`config.mk`:
```
export PLATFORM = sky130hd
export DESIGN_NAME = adc_clock_power_output_format
export DESIGN_NICKNAME = d
export VERILOG_FILES = /design/src/adc_ctrl_pkg.sv /design/src/sample_delay_line.sv /design/src/adc_clock_power_output_format.sv
export VERILOG_INCLUDE_DIRS = /design/src /design/src/src
export SDC_FILE = /design/constraint.sdc
export NUM_CORES = 1
export LEC_CHECK = 0
export BUFFER_PORTS_ARGS = -buffer_cell sky130_fd_sc_hd__buf_2
export CAP_MARGIN = 0
export CORE_ASPECT_RATIO = 1.5
export CORE_UTILIZATION = 35
export CTS_CLUSTER_SIZE = 40
export DETAILED_ROUTE_END_ITERATION = 10
export PLACE_DENSITY = 0.57
export SLEW_MARGIN = 20
export SYNTH_ARGS = -nofsm -noshare
export SYNTH_HDL_FRONTEND = slang
export SYNTH_SLANG_ARGS = --single-unit
```
`constraint.sdc`:
```
create_clock -name ref_clk -period 2.5 [get_ports ref_clk]
set_input_delay 0 -clock ref_clk [delete_from_list [all_inputs] [get_ports ref_clk]]
set_output_delay 0 -clock ref_clk [all_outputs]
set_load 0.05 [all_outputs]
```
`src/adc_ctrl_regs.svh`:
```
// Register offsets, field positions, reset values and timing figures
`ifndef ADC_CTRL_REGS_SVH
`define ADC_CTRL_REGS_SVH

`define DIV_CTRL_ADDR    8'h70
`define PWR_CTRL_ADDR    8'h71
`define DLL_CTRL_ADDR    8'h72
`define OUT_FMT_ADDR     8'h73
`define STATUS_ADDR      8'h76

`define OVR_EN_BIT       7
`define SEL_MSB          1
`define SEL_LSB          0
`define DLL_SLOW_BIT     0
`define FMT_MSB          1
`define FMT_LSB          0
`define CMOS_BIT         4
`define LOW_DRIVE_BIT    5

`define ST_CAL_DONE_BIT  0
`define ST_LOCK_BIT      1
`define ST_DIV_LSB       2
`define ST_PWR_LSB       4

`define DIV_CTRL_RST     8'h00
`define PWR_CTRL_RST     8'h00
`define DLL_CTRL_RST     8'h00
`define OUT_FMT_RST      8'h00

`define CAL_PATTERN      16'hCCCC
`define CAL_TIME_MS      200
`define DLL_RELOCK_US    52
`define DLL_REF_MSPS     250
`define SLOW_MIN_MSPS    40
`define SLOW_MAX_MSPS    100
`define FAST_MIN_MSPS    80
`define MAX_MSPS         250
`define LATENCY_CYCLES   10

`endif

```
`src/adc_ctrl_pkg.sv`:
```
// Types shared by the converter control block
package adc_ctrl_pkg;

  typedef enum logic [1:0] {LEVEL_LOW, LEVEL_FLOAT, LEVEL_HIGH} level_e;
  typedef enum logic [1:0] {DIV_BY_1, DIV_BY_2, DIV_BY_4} ratio_e;
  typedef enum logic [1:0] {PWR_NORMAL, PWR_SLEEP, PWR_NAP} power_e;
  typedef enum logic [1:0] {FMT_TWOS, FMT_GRAY, FMT_OFFSET} format_e;

endpackage : adc_ctrl_pkg

```
`src/sample_delay_line.sv`:
```
// Fixed-depth sample pipeline with registered read data
`timescale 1ns/100ps
module sample_delay_line #(
  parameter int WIDTH = 30,
  parameter int DEPTH = 9
) (
  input  logic             ref_clk,
  input  logic             reset_n,
  input  logic             shift_en,
  input  logic [WIDTH-1:0] din,
  output logic [WIDTH-1:0] dout
);

  typedef struct packed {
    logic [DEPTH-1:0][WIDTH-1:0] stages;
  } line_s;

  line_s st_reg;
  line_s st_next;

  generate
    if (DEPTH < 1 || WIDTH < 1) begin : g_bad
      $error("sample_delay_line needs DEPTH and WIDTH of at least one");
    end
  endgenerate

  always_comb begin
    st_next = st_reg;
    if (shift_en) begin
      st_next.stages[0] = din;
      for (int i = 1; i < DEPTH; i++) begin
        st_next.stages[i] = st_reg.stages[i-1];
      end
    end
  end

  always_ff @(posedge ref_clk or negedge reset_n) begin
    if (!reset_n) begin
      st_reg <= '0;
    end else begin
      st_reg <= st_next;
    end
  end

  assign dout = st_reg.stages[DEPTH-1];

endmodule : sample_delay_line

```
`src/adc_clock_power_output_format.sv`:
```
// Clock division, DLL lock, power state and output formatting control
// Notes on behaviour
// - Pin low divides by two, floating by one, high by four.
// - Divide by two or four lets a phase slip realign converters.
// - A software divider setting overrides the divider pin.
// - DLL relocks after a rate change; time scales inversely with rate.
// - DLL slow range covers 40 to 100, fast 80 to max.
// - Samples leave as DDR bus, LVDS by default or CMOS.
// - LVDS drive current 3mA by default, 2mA selectable.
// - Output signalling mode chosen by a write to 0x73.
// - Power pin low gives normal, floating sleep, high nap.
// - A software power state overrides the power pin.
// - Nap or sleep releases data, clock and over-range outputs.
// - Clock stopped in nap forces a DLL relock on wake.
// - Format is two's complement by default, Gray or offset via 0x73.
// - Offset binary maps negative full scale to zeros, positive to ones.
// - Two's complement is offset binary with the MSB inverted.
// - Gray keeps the MSB; lower bits XOR with next higher bit.
// - Samples appear ten sample clocks after conversion starts.
// - Calibration drives the fixed pattern 0xCCCC on data outputs.
// - Divide two or four holds output clock low during cal reset.
`timescale 1ns/100ps
`include "adc_ctrl_regs.svh"
module adc_clock_power_output_format
  import adc_ctrl_pkg::*;
#(
  parameter int DATA_W         = 14,
  parameter int CLK_MHZ        = 50,
  parameter int LATENCY        = `LATENCY_CYCLES,
  parameter int CAL_CYCLES     = `CAL_TIME_MS * 1000 * CLK_MHZ,
  parameter int RELOCK_SAMPLES = `DLL_RELOCK_US * `DLL_REF_MSPS
) (
  input  logic              ref_clk,
  input  logic              reset_n,
  input  logic [7:0]        addr,
  input  logic [7:0]        wr_data,
  input  logic              wr_en,
  input  logic              rd_en,
  output logic [7:0]        rd_data,
  input  logic [1:0]        clock_ratio_select_pin,
  input  logic [1:0]        power_state_select_pin,
  input  logic              calibration_reset_n,
  input  logic              divider_sync_reset,
  input  logic              phase_slip,
  input  logic              clock_was_stopped,
  input  logic [DATA_W-1:0] sample_a_in,
  input  logic [DATA_W-1:0] sample_b_in,
  input  logic              over_range_a_in,
  input  logic              over_range_b_in,
  output logic [DATA_W-1:0] data_a_out,
  output logic [DATA_W-1:0] data_b_out,
  output logic              over_range_a_out,
  output logic              over_range_b_out,
  output logic              output_sample_clock,
  output logic              outputs_oe,
  output logic              cmos_mode,
  output logic              low_drive_current,
  output logic              dll_slow_range,
  output logic              dll_locked,
  output logic              calibrating
);

  localparam int LINE_W = 2 * DATA_W + 2;
  localparam int CAL_W = 24;
  localparam int RELOCK_W = 16;
  localparam logic [15:0] CAL_WORD = `CAL_PATTERN;

  generate
    if (DATA_W < 2 || DATA_W > 16) begin : g_bad_width
      $error("DATA_W must lie between 2 and 16");
    end
    if (LATENCY < 2) begin : g_bad_latency
      $error("LATENCY must be at least two sample clocks");
    end
    if (CAL_CYCLES < 1 || CAL_CYCLES > (1 << CAL_W)) begin : g_bad_cal
      $error("CAL_CYCLES does not fit the calibration counter");
    end
    if (RELOCK_SAMPLES < 1 || RELOCK_SAMPLES >= (1 << RELOCK_W)) begin : g_bad_rl
      $error("RELOCK_SAMPLES does not fit the relock counter");
    end
  endgenerate

  typedef struct packed {
    logic [7:0]          div_ctrl;
    logic [7:0]          pwr_ctrl;
    logic [7:0]          dll_ctrl;
    logic [7:0]          out_fmt;
    logic [7:0]          rd_data;
    logic [1:0]          div_cnt;
    ratio_e              eff_div;
    logic                prev_slow;
    power_e              prev_pwr;
    logic                stop_seen;
    logic [RELOCK_W-1:0] relock_cnt;
    logic                locked;
    logic [CAL_W-1:0]    cal_cnt;
    logic                cal_busy;
    logic [DATA_W-1:0]   data_a;
    logic [DATA_W-1:0]   data_b;
    logic                or_a;
    logic                or_b;
    logic                clk_out;
    logic                oe;
  } state_s;

  state_s st_reg;
  state_s st_next;

  logic [LINE_W-1:0] line_q;
  logic              tick;
  ratio_e            ratio;
  power_e            power;

  // Divider pin map; the unused fourth code reads as floating
  function automatic ratio_e ratio_from_pin(input logic [1:0] code);
    unique case (code)
      LEVEL_LOW:  ratio_from_pin = DIV_BY_2;
      LEVEL_HIGH: ratio_from_pin = DIV_BY_4;
      default:    ratio_from_pin = DIV_BY_1;
    endcase
  endfunction : ratio_from_pin

  function automatic ratio_e ratio_from_reg(input logic [1:0] code);
    unique case (code)
      2'h1:    ratio_from_reg = DIV_BY_2;
      2'h2:    ratio_from_reg = DIV_BY_4;
      default: ratio_from_reg = DIV_BY_1;
    endcase
  endfunction : ratio_from_reg

  // Power pin map; the unused fourth code reads as floating
  function automatic power_e power_from_pin(input logic [1:0] code);
    unique case (code)
      LEVEL_LOW:  power_from_pin = PWR_NORMAL;
      LEVEL_HIGH: power_from_pin = PWR_NAP;
      default:    power_from_pin = PWR_SLEEP;
    endcase
  endfunction : power_from_pin

  function automatic power_e power_from_reg(input logic [1:0] code);
    unique case (code)
      2'h1:    power_from_reg = PWR_SLEEP;
      2'h2:    power_from_reg = PWR_NAP;
      default: power_from_reg = PWR_NORMAL;
    endcase
  endfunction : power_from_reg

  function automatic logic [1:0] div_limit(input ratio_e r);
    unique case (r)
      DIV_BY_2: div_limit = 2'h1;
      DIV_BY_4: div_limit = 2'h3;
      default:  div_limit = 2'h0;
    endcase
  endfunction : div_limit

  function automatic int rate_msps(input ratio_e r);
    unique case (r)
      DIV_BY_2: rate_msps = CLK_MHZ / 2;
      DIV_BY_4: rate_msps = CLK_MHZ / 4;
      default:  rate_msps = CLK_MHZ;
    endcase
  endfunction : rate_msps

  function automatic logic range_ok(input logic slow, input ratio_e r);
    int m;
    m = rate_msps(r);
    if (slow) begin
      range_ok = (m >= `SLOW_MIN_MSPS) && (m <= `SLOW_MAX_MSPS);
    end else begin
      range_ok = (m >= `FAST_MIN_MSPS) && (m <= `MAX_MSPS);
    end
  endfunction : range_ok

  // Input samples arrive as offset binary
  function automatic logic [DATA_W-1:0] encode(
    input logic [DATA_W-1:0] ob,
    input logic [1:0]        fmt
  );
    unique case (fmt)
      FMT_OFFSET: encode = ob;
      FMT_GRAY:   encode = ob ^ (ob >> 1);
      default:    encode = {~ob[DATA_W-1], ob[DATA_W-2:0]};
    endcase
  endfunction : encode

  // Conversion latency is split between the line and the output flop
  sample_delay_line #(
    .WIDTH (LINE_W),
    .DEPTH (LATENCY - 1)
  ) u_line (
    .ref_clk  (ref_clk),
    .reset_n  (reset_n),
    .shift_en (tick),
    .din      ({over_range_b_in, over_range_a_in, sample_b_in, sample_a_in}),
    .dout     (line_q)
  );

  always_comb begin
    logic             ratio_change;
    logic             slow;
    logic             wake_relock;
    logic [DATA_W-1:0] enc_a;
    logic [DATA_W-1:0] enc_b;
    ratio_change = 1'b0;
    slow = 1'b0;
    wake_relock = 1'b0;
    enc_a = '0;
    enc_b = '0;
    st_next = st_reg;

    // Register writes
    if (wr_en) begin
      unique case (addr)
        `DIV_CTRL_ADDR: st_next.div_ctrl = wr_data;
        `PWR_CTRL_ADDR: st_next.pwr_ctrl = wr_data;
        `DLL_CTRL_ADDR: st_next.dll_ctrl = wr_data;
        `OUT_FMT_ADDR:  st_next.out_fmt = wr_data;
        default: ;
      endcase
    end

    // Read data stand for one cycle only
    st_next.rd_data = 8'h00;
    if (rd_en) begin
      unique case (addr)
        `DIV_CTRL_ADDR: st_next.rd_data = st_reg.div_ctrl;
        `PWR_CTRL_ADDR: st_next.rd_data = st_reg.pwr_ctrl;
        `DLL_CTRL_ADDR: st_next.rd_data = st_reg.dll_ctrl;
        `OUT_FMT_ADDR:  st_next.rd_data = st_reg.out_fmt;
        `STATUS_ADDR: begin
          st_next.rd_data[`ST_CAL_DONE_BIT] = ~st_reg.cal_busy;
          st_next.rd_data[`ST_LOCK_BIT] = st_reg.locked;
          st_next.rd_data[`ST_DIV_LSB +: 2] = st_reg.eff_div;
          st_next.rd_data[`ST_PWR_LSB +: 2] = power;
        end
        default: st_next.rd_data = 8'h00;
      endcase
    end

    // Divider: sync reset and ratio change restart the phase
    ratio_change = (ratio != st_reg.eff_div);
    st_next.eff_div = ratio;
    if (divider_sync_reset || ratio_change) begin
      st_next.div_cnt = 2'h0;
    end else if (phase_slip && ratio != DIV_BY_1) begin
      st_next.div_cnt = st_reg.div_cnt;
    end else if (tick) begin
      st_next.div_cnt = 2'h0;
    end else begin
      st_next.div_cnt = st_reg.div_cnt + 2'h1;
    end

    // DLL lock tracking counted in sample clocks
    slow = st_reg.dll_ctrl[`DLL_SLOW_BIT];
    st_next.prev_slow = slow;
    st_next.prev_pwr = power;
    if (st_reg.prev_pwr == PWR_NAP && clock_was_stopped) begin
      st_next.stop_seen = 1'b1;
    end
    wake_relock = (st_reg.prev_pwr == PWR_NAP) && (power != PWR_NAP)
                  && (st_reg.stop_seen || clock_was_stopped);
    if (power != PWR_NAP) begin
      st_next.stop_seen = 1'b0;
    end
    if (ratio_change || slow != st_reg.prev_slow || wake_relock) begin
      st_next.relock_cnt = RELOCK_W'(RELOCK_SAMPLES);
      st_next.locked = 1'b0;
    end else if (st_reg.relock_cnt != '0) begin
      if (tick) begin
        st_next.relock_cnt = st_reg.relock_cnt - 1'b1;
      end
      st_next.locked = 1'b0;
    end else begin
      st_next.locked = range_ok(slow, ratio);
    end

    // Calibration runs while the pin is low and for a fixed time after
    if (!calibration_reset_n) begin
      st_next.cal_busy = 1'b1;
      st_next.cal_cnt = '0;
    end else if (st_reg.cal_busy) begin
      if (st_reg.cal_cnt == CAL_W'(CAL_CYCLES - 1)) begin
        st_next.cal_busy = 1'b0;
      end else begin
        st_next.cal_cnt = st_reg.cal_cnt + 1'b1;
      end
    end

    // Both channels share one format setting
    enc_a = encode(line_q[DATA_W-1:0], st_reg.out_fmt[`FMT_MSB:`FMT_LSB]);
    enc_b = encode(line_q[2*DATA_W-1:DATA_W],
                   st_reg.out_fmt[`FMT_MSB:`FMT_LSB]);

    // Data change on every sample, giving the DDR bus; the clock does too unless cal reset holds it low at divide two or four
    if (tick) begin
      if (st_reg.cal_busy) begin
        st_next.data_a = CAL_WORD[DATA_W-1:0];
        st_next.data_b = CAL_WORD[DATA_W-1:0];
        st_next.or_a = 1'b0;
        st_next.or_b = 1'b0;
      end else begin
        st_next.data_a = enc_a;
        st_next.data_b = enc_b;
        st_next.or_a = line_q[2*DATA_W];
        st_next.or_b = line_q[2*DATA_W+1];
      end
    end

    if (ratio != DIV_BY_1 && !calibration_reset_n) begin
      st_next.clk_out = 1'b0;
    end else if (tick) begin
      st_next.clk_out = ~st_reg.clk_out;
    end

    // Host keeps the clock running here, so the state is safe to hold
    st_next.oe = (power == PWR_NORMAL);
  end

  // Software overrides win over the three-level straps
  assign ratio = st_reg.div_ctrl[`OVR_EN_BIT]
                 ? ratio_from_reg(st_reg.div_ctrl[`SEL_MSB:`SEL_LSB])
                 : ratio_from_pin(clock_ratio_select_pin);
  assign power = st_reg.pwr_ctrl[`OVR_EN_BIT]
                 ? power_from_reg(st_reg.pwr_ctrl[`SEL_MSB:`SEL_LSB])
                 : power_from_pin(power_state_select_pin);

  // A slip only stalls the count, so a tick waits one more input clock
  assign tick = (st_reg.div_cnt == div_limit(st_reg.eff_div))
                && !(phase_slip && st_reg.eff_div != DIV_BY_1)
                && (ratio == st_reg.eff_div) && !divider_sync_reset;

  always_ff @(posedge ref_clk or negedge reset_n) begin
    if (!reset_n) begin
      st_reg <= '0;
      st_reg.div_ctrl <= `DIV_CTRL_RST;
      st_reg.pwr_ctrl <= `PWR_CTRL_RST;
      st_reg.dll_ctrl <= `DLL_CTRL_RST;
      st_reg.out_fmt <= `OUT_FMT_RST;
      st_reg.eff_div <= DIV_BY_1;
      st_reg.prev_pwr <= PWR_NORMAL;
      st_reg.relock_cnt <= RELOCK_W'(RELOCK_SAMPLES);
      st_reg.cal_busy <= 1'b1;
    end else begin
      st_reg <= st_next;
    end
  end

  assign rd_data = st_reg.rd_data;
  assign data_a_out = st_reg.data_a;
  assign data_b_out = st_reg.data_b;
  assign over_range_a_out = st_reg.or_a;
  assign over_range_b_out = st_reg.or_b;
  assign output_sample_clock = st_reg.clk_out;
  assign outputs_oe = st_reg.oe;
  assign cmos_mode = st_reg.out_fmt[`CMOS_BIT];
  assign low_drive_current = st_reg.out_fmt[`LOW_DRIVE_BIT];
  assign dll_slow_range = st_reg.dll_ctrl[`DLL_SLOW_BIT];
  assign dll_locked = st_reg.locked;
  assign calibrating = st_reg.cal_busy;

endmodule : adc_clock_power_output_format

```
==> impl_results.md, run 1 <==
- Status: finished with violations
- Failing checks: negative setup slack
- Syn_nets: 1,291
- Max Cap Viol: 0
- Post-Route Skew: 14.7 ps
- Port Buffers: 102
- WP data required: 2920 ps
- Synth async-reset ratio: 1.00
- Total gr overflow: 0
- Initial antenna violation count: 0
- Std-Cell Rows: 98
- Slew HR: 0.451
- Pwr Total: 17.1 mW
- Die H: 271 um
- F_max: 0.394 GHz
- 1st-iter DRT viols: 461
- Syn Inst Count: 1,226
- Cells on worst reg2reg path: 7
- Leading area contributor after synthesis: dfrtp_1
- Initial Util: 0.354
- Syn Area/Cell: 13.7 um^2
- Period utilisation layout: 1.02
- CP Class: flop to flop
- CTS Buf Count: 40
- Io pins: 103
- Final WL: 31.6 mm
- Total Nets Final: 1,466
- Core area: 47,600 um^2
- Via count: 9,936
- CP Max Fanout: 19
- ANT nets after route: 0
- CP cell instances: or3b_4, and3_4, or4_4, nor2_8, buf_12, buf_12, mux2_1
- Placed Area: 18,100 um^2
- Syn-to-layout area delta: 20.6%
- Least-Margin Pin Slew: 816 ps
- Worst path slowest cell: or4_4
- # clock sinks: 392
- Die area: 49,000 um^2
- Power Density: 843 nW/um^2
- # fillers: 4,387
- FF-to-FF End: u_line.st_reg[174]$_DFFE_PN0P_
- Wire length per cell: 15.6 um
- Yosys reg bits: 392
- Final Critical Period: 2540 ps
- Via density: 4.89
- Pins Over Slew Limit: 0
- Mapped Area: 16,800 um^2
- Leak: 9.36 nW
- Final Setup Violations: 151
- Htree depth: 2
- Predominant post-synthesis flop cell: dfrtp_1
- GRT Total Usage: 0.132
- CTS tree: built
- Worst hold path type: input port to async pin
- Synth warn: 0
- Largest net degree at the start of global routing: 79
- Unrepaired setup endpoints after global routing: yes
- Clock Latency Late Sink: 550 ps
- Register area share after synthesis: 0.584
- Reg2Reg Launch Point: st_reg[121]$_DFFE_PN0P_
- Layout cell share with drive strength beyond 1: 0.275
- Post-synth EDFFs: 0
- Synth cell types: 51
- Startpoint Class: flop
- Dominant cells by area after synthesis: dfrtp_1 (57%), mux2_1 (15%), mux2_2 (7.6%)
- Peak supply drop: 0.413 mV
- Worst path max stage delay: 550 ps
- Vias in the first global route: 10,200
- Drt pass-1 iters: 7
- Most used cell, CP: buf_12
- Final GP Congestion: 0.805
- # diodes: 0
- Die width: 181 um
- Final core utilization: 0.427
- CTS root buf: clkbuf_16
- Synth top area share: 0.573
- Deepest clock path buffer count: 3
- CP endpoint kind: flop
- Arr. time, crit path: 2960 ps
- Worst-path clk slew: 60 ps
- Finished Layout Cells: 2,031
- PnR worst setup slack: -40.8 ps
- First-pass GRT wire length: 53.0 mm
- Final hold vios: 0
- DRC violations left: 0
- Final Instance Area: 20,300 um^2
- HPWL Detailed: 20.7 mm
- Reg2reg setup slack: -40 ps
- DP Cell Count: 1,894
- Max FFs per register: 240
-- stage by stage --
stage | hold WS [ps] | TNS [ps] | setup WS [ps]
finish | 29.9 | -2220 | -40.8
global route | 63.9 | -15860 | -96.6
CTS | 19.2 | -2150 | -35.8
detailed placement | 31.0 | -24450 | -143
global placement | 34.6 | -27110 | -142
floorplan | -296 | 0 | 8.90
-- Yosys cell counts (2+ instances only) --
library cell and number:
inv_1 18, o31ai_1 4, a22oi_1 9, or3_1 9, nor4_1 7, ha_1 7
a21oi_1 32, nand2b_1 14, a222oi_1 6, nand4_1 9, nor3_1 14, xnor2_1 8
buf_8 2, o211ai_1 5, or2_2 5, or4_1 8, o21a_1 5, nand3_1 14
nor2_1 41, dfstp_2 7, o2111ai_1 2, nor2b_1 18, nor4b_1 3, nand4b_1 2
dfrtp_1 385, nand2_1 41, buf_2 7, nor4bb_1 2, a221o_1 12, buf_4 36
nand3b_1 5, mux2_1 217, mux2i_1 18, nor3b_1 16, o41ai_1 8, o21ai_0 29
mux2_2 113, a211oi_1 4, o311ai_0 2, buf_6 25, and3_1 6, clkbuf_1 26
xor2_1 16, a31oi_1 2
-- worst max-delay path by stage --
stage,from,end,slack (ps),cells after the start
after global routing,st_reg[78]$_DFF_PN0_,u_line.st_reg[222]$_DFFE_PN0P_,-100,8
final,st_reg[121]$_DFFE_PN0P_,u_line.st_reg[174]$_DFFE_PN0P_,-40,7
after detailed placement,st_reg[121]$_DFFE_PN0P_,u_line.st_reg[52]$_DFFE_PN0P_,-140,7
after CTS,st_reg[121]$_DFFE_PN0P_,u_line.st_reg[52]$_DFFE_PN0P_,-40,7
after floorplan,st_reg[78]$_DFF_PN0_,u_line.st_reg[187]$_DFFE_PN0P_,9,9
after global placement,st_reg[121]$_DFFE_PN0P_,u_line.st_reg[138]$_DFFE_PN0P_,-140,7
-- cell families after synthesis --
family | share of synthesized area
compound gates | 0.0495
xor+xnor | 0.0125
fa+ha+maj | 0.00520
buf+inv | 0.0465
flops | 0.584
mux | 0.232
simple gates | 0.0713
-- area by class of cell --
type	instances	area, um^2	share of cell area
flip-flops and latches	392	9820	0.484
multi-input cells	720	6380	0.315
repair buffers	229	1950	0.0961
clock buffers	56	1160	0.0572
well taps	600	751	0.0370
clock inverters	16	164	0.00808
inverters	18	67.6	0.00333
-- per-layer routing --
metal / share of wire / up-vias / track usage
li1: - / 4721 / -
met1: 0.45 / 5002 / 0.169
met2: 0.48 / 164 / 0.223
met3: 0.040 / 49 / 0.0230
met4: 0.026 / 0 / 0.0482
met5: 0 / - / 0
-- where the power goes --
part / switching (mW) / internal (mW)
Sequential: 0.788 / 7.93
Combinational: 0.914 / 1.49
Clock: 2.50 / 3.47
Total: 4.20 / 12.9
-- repair_timing --
item,in CTS,in global routing
pin swaps,0,0
buffers inserted,6,3
gates cloned,1,3
hold endpoints to repair,346,0
setup endpoints to repair,287,290
resized for setup,16,36
hold buffers,53,0
-- layout by cell type, fill, tap and decap left out, types with 8 or more instances in the layout --
cell / Yosys / final
clkbuf_16: 0 / 42
buf_2: 7 / 101
nand2_1: 41 / 41
buf_4: 36 / 44
mux2i_1: 18 / 18
or3_1: 9 / 8
dfrtp_1: 385 / 385
nor3b_1: 16 / 16
mux2_4: 0 / 32
a22oi_1: 9 / 9
buf_12: 0 / 20
xor2_1: 16 / 16
nor2b_1: 18 / 18
nor2_1: 41 / 41
xnor2_1: 8 / 8
a21oi_1: 32 / 31
mux2_2: 113 / 99
a221o_1: 12 / 12
o41ai_1: 8 / 8
nand3_1: 14 / 14
dlygate4sd3_1: 0 / 53
nand2b_1: 14 / 14
inv_1: 18 / 18
nand4_1: 9 / 9
clkinv_2: 0 / 10
o21ai_0: 29 / 29
nor3_1: 14 / 14
clkbuf_8: 0 / 10
mux2_1: 217 / 199
-- critical path, delay by kind of cell, from the launching register on --
family,cells,cell delay (ps)
flops,1,390
mux,1,340
buf+inv,2,390
simple gates,4,1300
Note: power is estimated with default switching activity, not from simulation.
==> run 2, diff against run 1 <==
--- a/config.mk
+++ b/config.mk
@@ -10,6 +10,7 @@
 export CAP_MARGIN = 0
 export CORE_ASPECT_RATIO = 1.5
 export CORE_UTILIZATION = 35
+export CTS_BUF_LIST = sky130_fd_sc_hd__clkbuf_2 sky130_fd_sc_hd__clkbuf_4 sky130_fd_sc_hd__clkbuf_8
 export CTS_CLUSTER_SIZE = 40
 export DETAILED_ROUTE_END_ITERATION = 10
 export PLACE_DENSITY = 0.57
==> impl_results.md, run 2 (synthesized netlist as in run 1, its figures left out) <==
- First-pass GRT wire length: 53.2 mm (+0.43%)
- Core area: 47,600 um^2 (unchanged)
- Largest net degree at the start of global routing: 79 (unchanged)
- Total Nets Final: 1,488 (+1.5%)
- Period utilisation layout: 1.02 (+0.00133)
- ANT nets after route: 0 (unchanged)
- Startpoint Class: flop
- GRT Total Usage: 0.132 (about the same)
- Leak: 9.42 nW (+0.67%)
- 1st-iter DRT viols: 427 (-7.4%)
- Layout cell share with drive strength beyond 1: 0.297 (+0.0219)
- CP endpoint kind: flop
- Drt pass-1 iters: 6 (-1)
- Via density: 4.87 (-0.49%)
- Slew HR: 0.555 (+0.105)
- CTS root buf: clkbuf_8
- M1 GR Usage: 0.169 (+0.000366)
- Vias in the first global route: 10,500 (+2.3%)
- Status: finished with violations
- CTS tree: built
- # clock sinks: 392 (unchanged)
- Reg2Reg Launch Point: st_reg[121]$_DFFE_PN0P_
- Setup Total Neg Slack: -1770 ps (+448 ps)
- Total gr overflow: 0 (unchanged)
- Initial Util: 0.354 (unchanged)
- Clock Latency Late Sink: 640 ps (+90 ps)
- WP data required: 3000 ps (+80 ps)
- Max FFs per register: 240 (unchanged)
- CTS Buf Count: 61 (+53%)
- Unrepaired setup endpoints after global routing: yes
- Power Density: 834 nW/um^2 (-1.0%)
- Final GP Congestion: 0.805 (unchanged)
- Std-Cell Rows: 98 (unchanged)
- Met3 global-route usage: 0.0205 (-0.00256)
- F_max: 0.393 GHz (-0.13%)
- Initial antenna violation count: 1 (+1)
- Final Setup Violations: 134 (-11%)
- Commonest non-fill, non-tap cell in the layout: dfrtp_1
- Post-Route Skew: 24.0 ps (+9.20 ps)
- Deepest clock path buffer count: 3 (unchanged)
- Worst hold start: wr_en
- Worst-path clk slew: 60 ps (about the same)
- Die H: 271 um (unchanged)
- Die area: 49,000 um^2 (unchanged)
- Failing checks: negative setup slack
- Io pins: 103 (unchanged)
- Max Cap Viol: 0 (unchanged)
- GR peak layer: met2
- Port Buffers: 102 (unchanged)
- Syn-to-layout area delta: 20.6% (about the same)
- Arr. time, crit path: 3050 ps (+90 ps)
- CP Max Fanout: 18 (-1)
- Htree depth: 2 (unchanged)
- Die width: 181 um (unchanged)
- Wire length per cell: 15.3 um (-1.8%)
- Worst hold path type: input port to flop
- PnR worst setup slack: -44.1 ps (-3.32 ps)
- Final hold vios: 0 (unchanged)
- Most frequent cells in the layout: dfrtp_1 (385), mux2_1 (190), mux2_2 (103)
- GR Layer Usage met2: 0.223 (unchanged)
- Pins Over Slew Limit: 0 (unchanged)
- Worst setup path start: st_reg[121]$_DFFE_PN0P_
- Peak supply drop: 0.380 mV (-8.0%)
- Final WL: 31.6 mm (about the same)
- Least-Margin Pin Slew: 666 ps (-150 ps)
- Dpl ws: -143 ps (unchanged)
- DRC violations left: 0 (unchanged)
- HPWL Detailed: 20.7 mm (unchanged)
- Via count: 10,100 (+1.3%)
- Final Critical Period: 2540 ps (+3.32 ps)
- CP Class: flop to flop
run 2: worst paths after layout:
check                                            endpoint  slack, ps  depth (start not counted)
max                        u_line.st_reg[143]$_DFFE_PN0P_        -40                          8
min                               st_reg[100]$_DFFE_PN0P_         70                          3
max reg2reg                u_line.st_reg[143]$_DFFE_PN0P_        -40                          8
min reg2reg                u_line.st_reg[142]$_DFFE_PN0P_        480                          1
max in group asynchronous           calibrating$_DFF_PN1_       1160                          4
min in group asynchronous            rd_data[2]$_DFF_PN0_        480                          3
run 2: report_power, final:
part / switching, mW / total [mW] / internal, mW
clock network: 2.50 / 5.78 / 3.28
logic: 0.906 / 2.43 / 1.52
registers: 0.790 / 8.73 / 7.94
run 2: area by class of cell:
type / count / area, um^2
well taps: 600 / 751
diodes: 1 / 2.50
clock buffers: 93 / 1200
multi-input cells: 720 / 6380
clock inverters: 14 / 150
repair buffers: 230 / 1930
fillers: 4379 / 27300
flip-flops and latches: 392 / 9820
inverters: 18 / 67.6
run 2: metal layers:
layer	routed length, um	part of all wire	vias to the layer above
met5	0	0	-
met4	963	0.030	0
met3	1090	0.035	71
met2	15200	0.48	171
met1	14300	0.45	5048
li1	-	-	4777
run 2: worst max-delay path, stage by stage (launching register included):
cell     delay (ps)
dfrtp_1         380
buf_4           160
or3_4           330
and3_4          180
or4_4           460
nor2_8          190
buf_12          200
buf_12          170
mux2_2          340
run 2: timing repair:
action,in CTS,in global routing
endpoints found under the setup margin,288,295
hold endpoints to repair,487,0
hold buffers,59,0
buffers inserted,4,2
pin swaps,0,0
gates cloned,1,1
gates resized for setup,9,39
run 2: per-stage QoR:
stage          power [mW]  std cells  hold slack, ps  utilization  area (um^2)
2_1_floorplan        10.2       1226            -296            -        16800
3_3_place_gp         10.8       1894            34.6        0.380        18100
3_5_place_dp         11.0       1894            31.0        0.380        18100
4_1_cts              17.1       2065            9.09        0.423        20100
5_1_grt              18.0       2068            48.4        0.427        20300
6_report             16.9       2068            73.7        0.427        20300
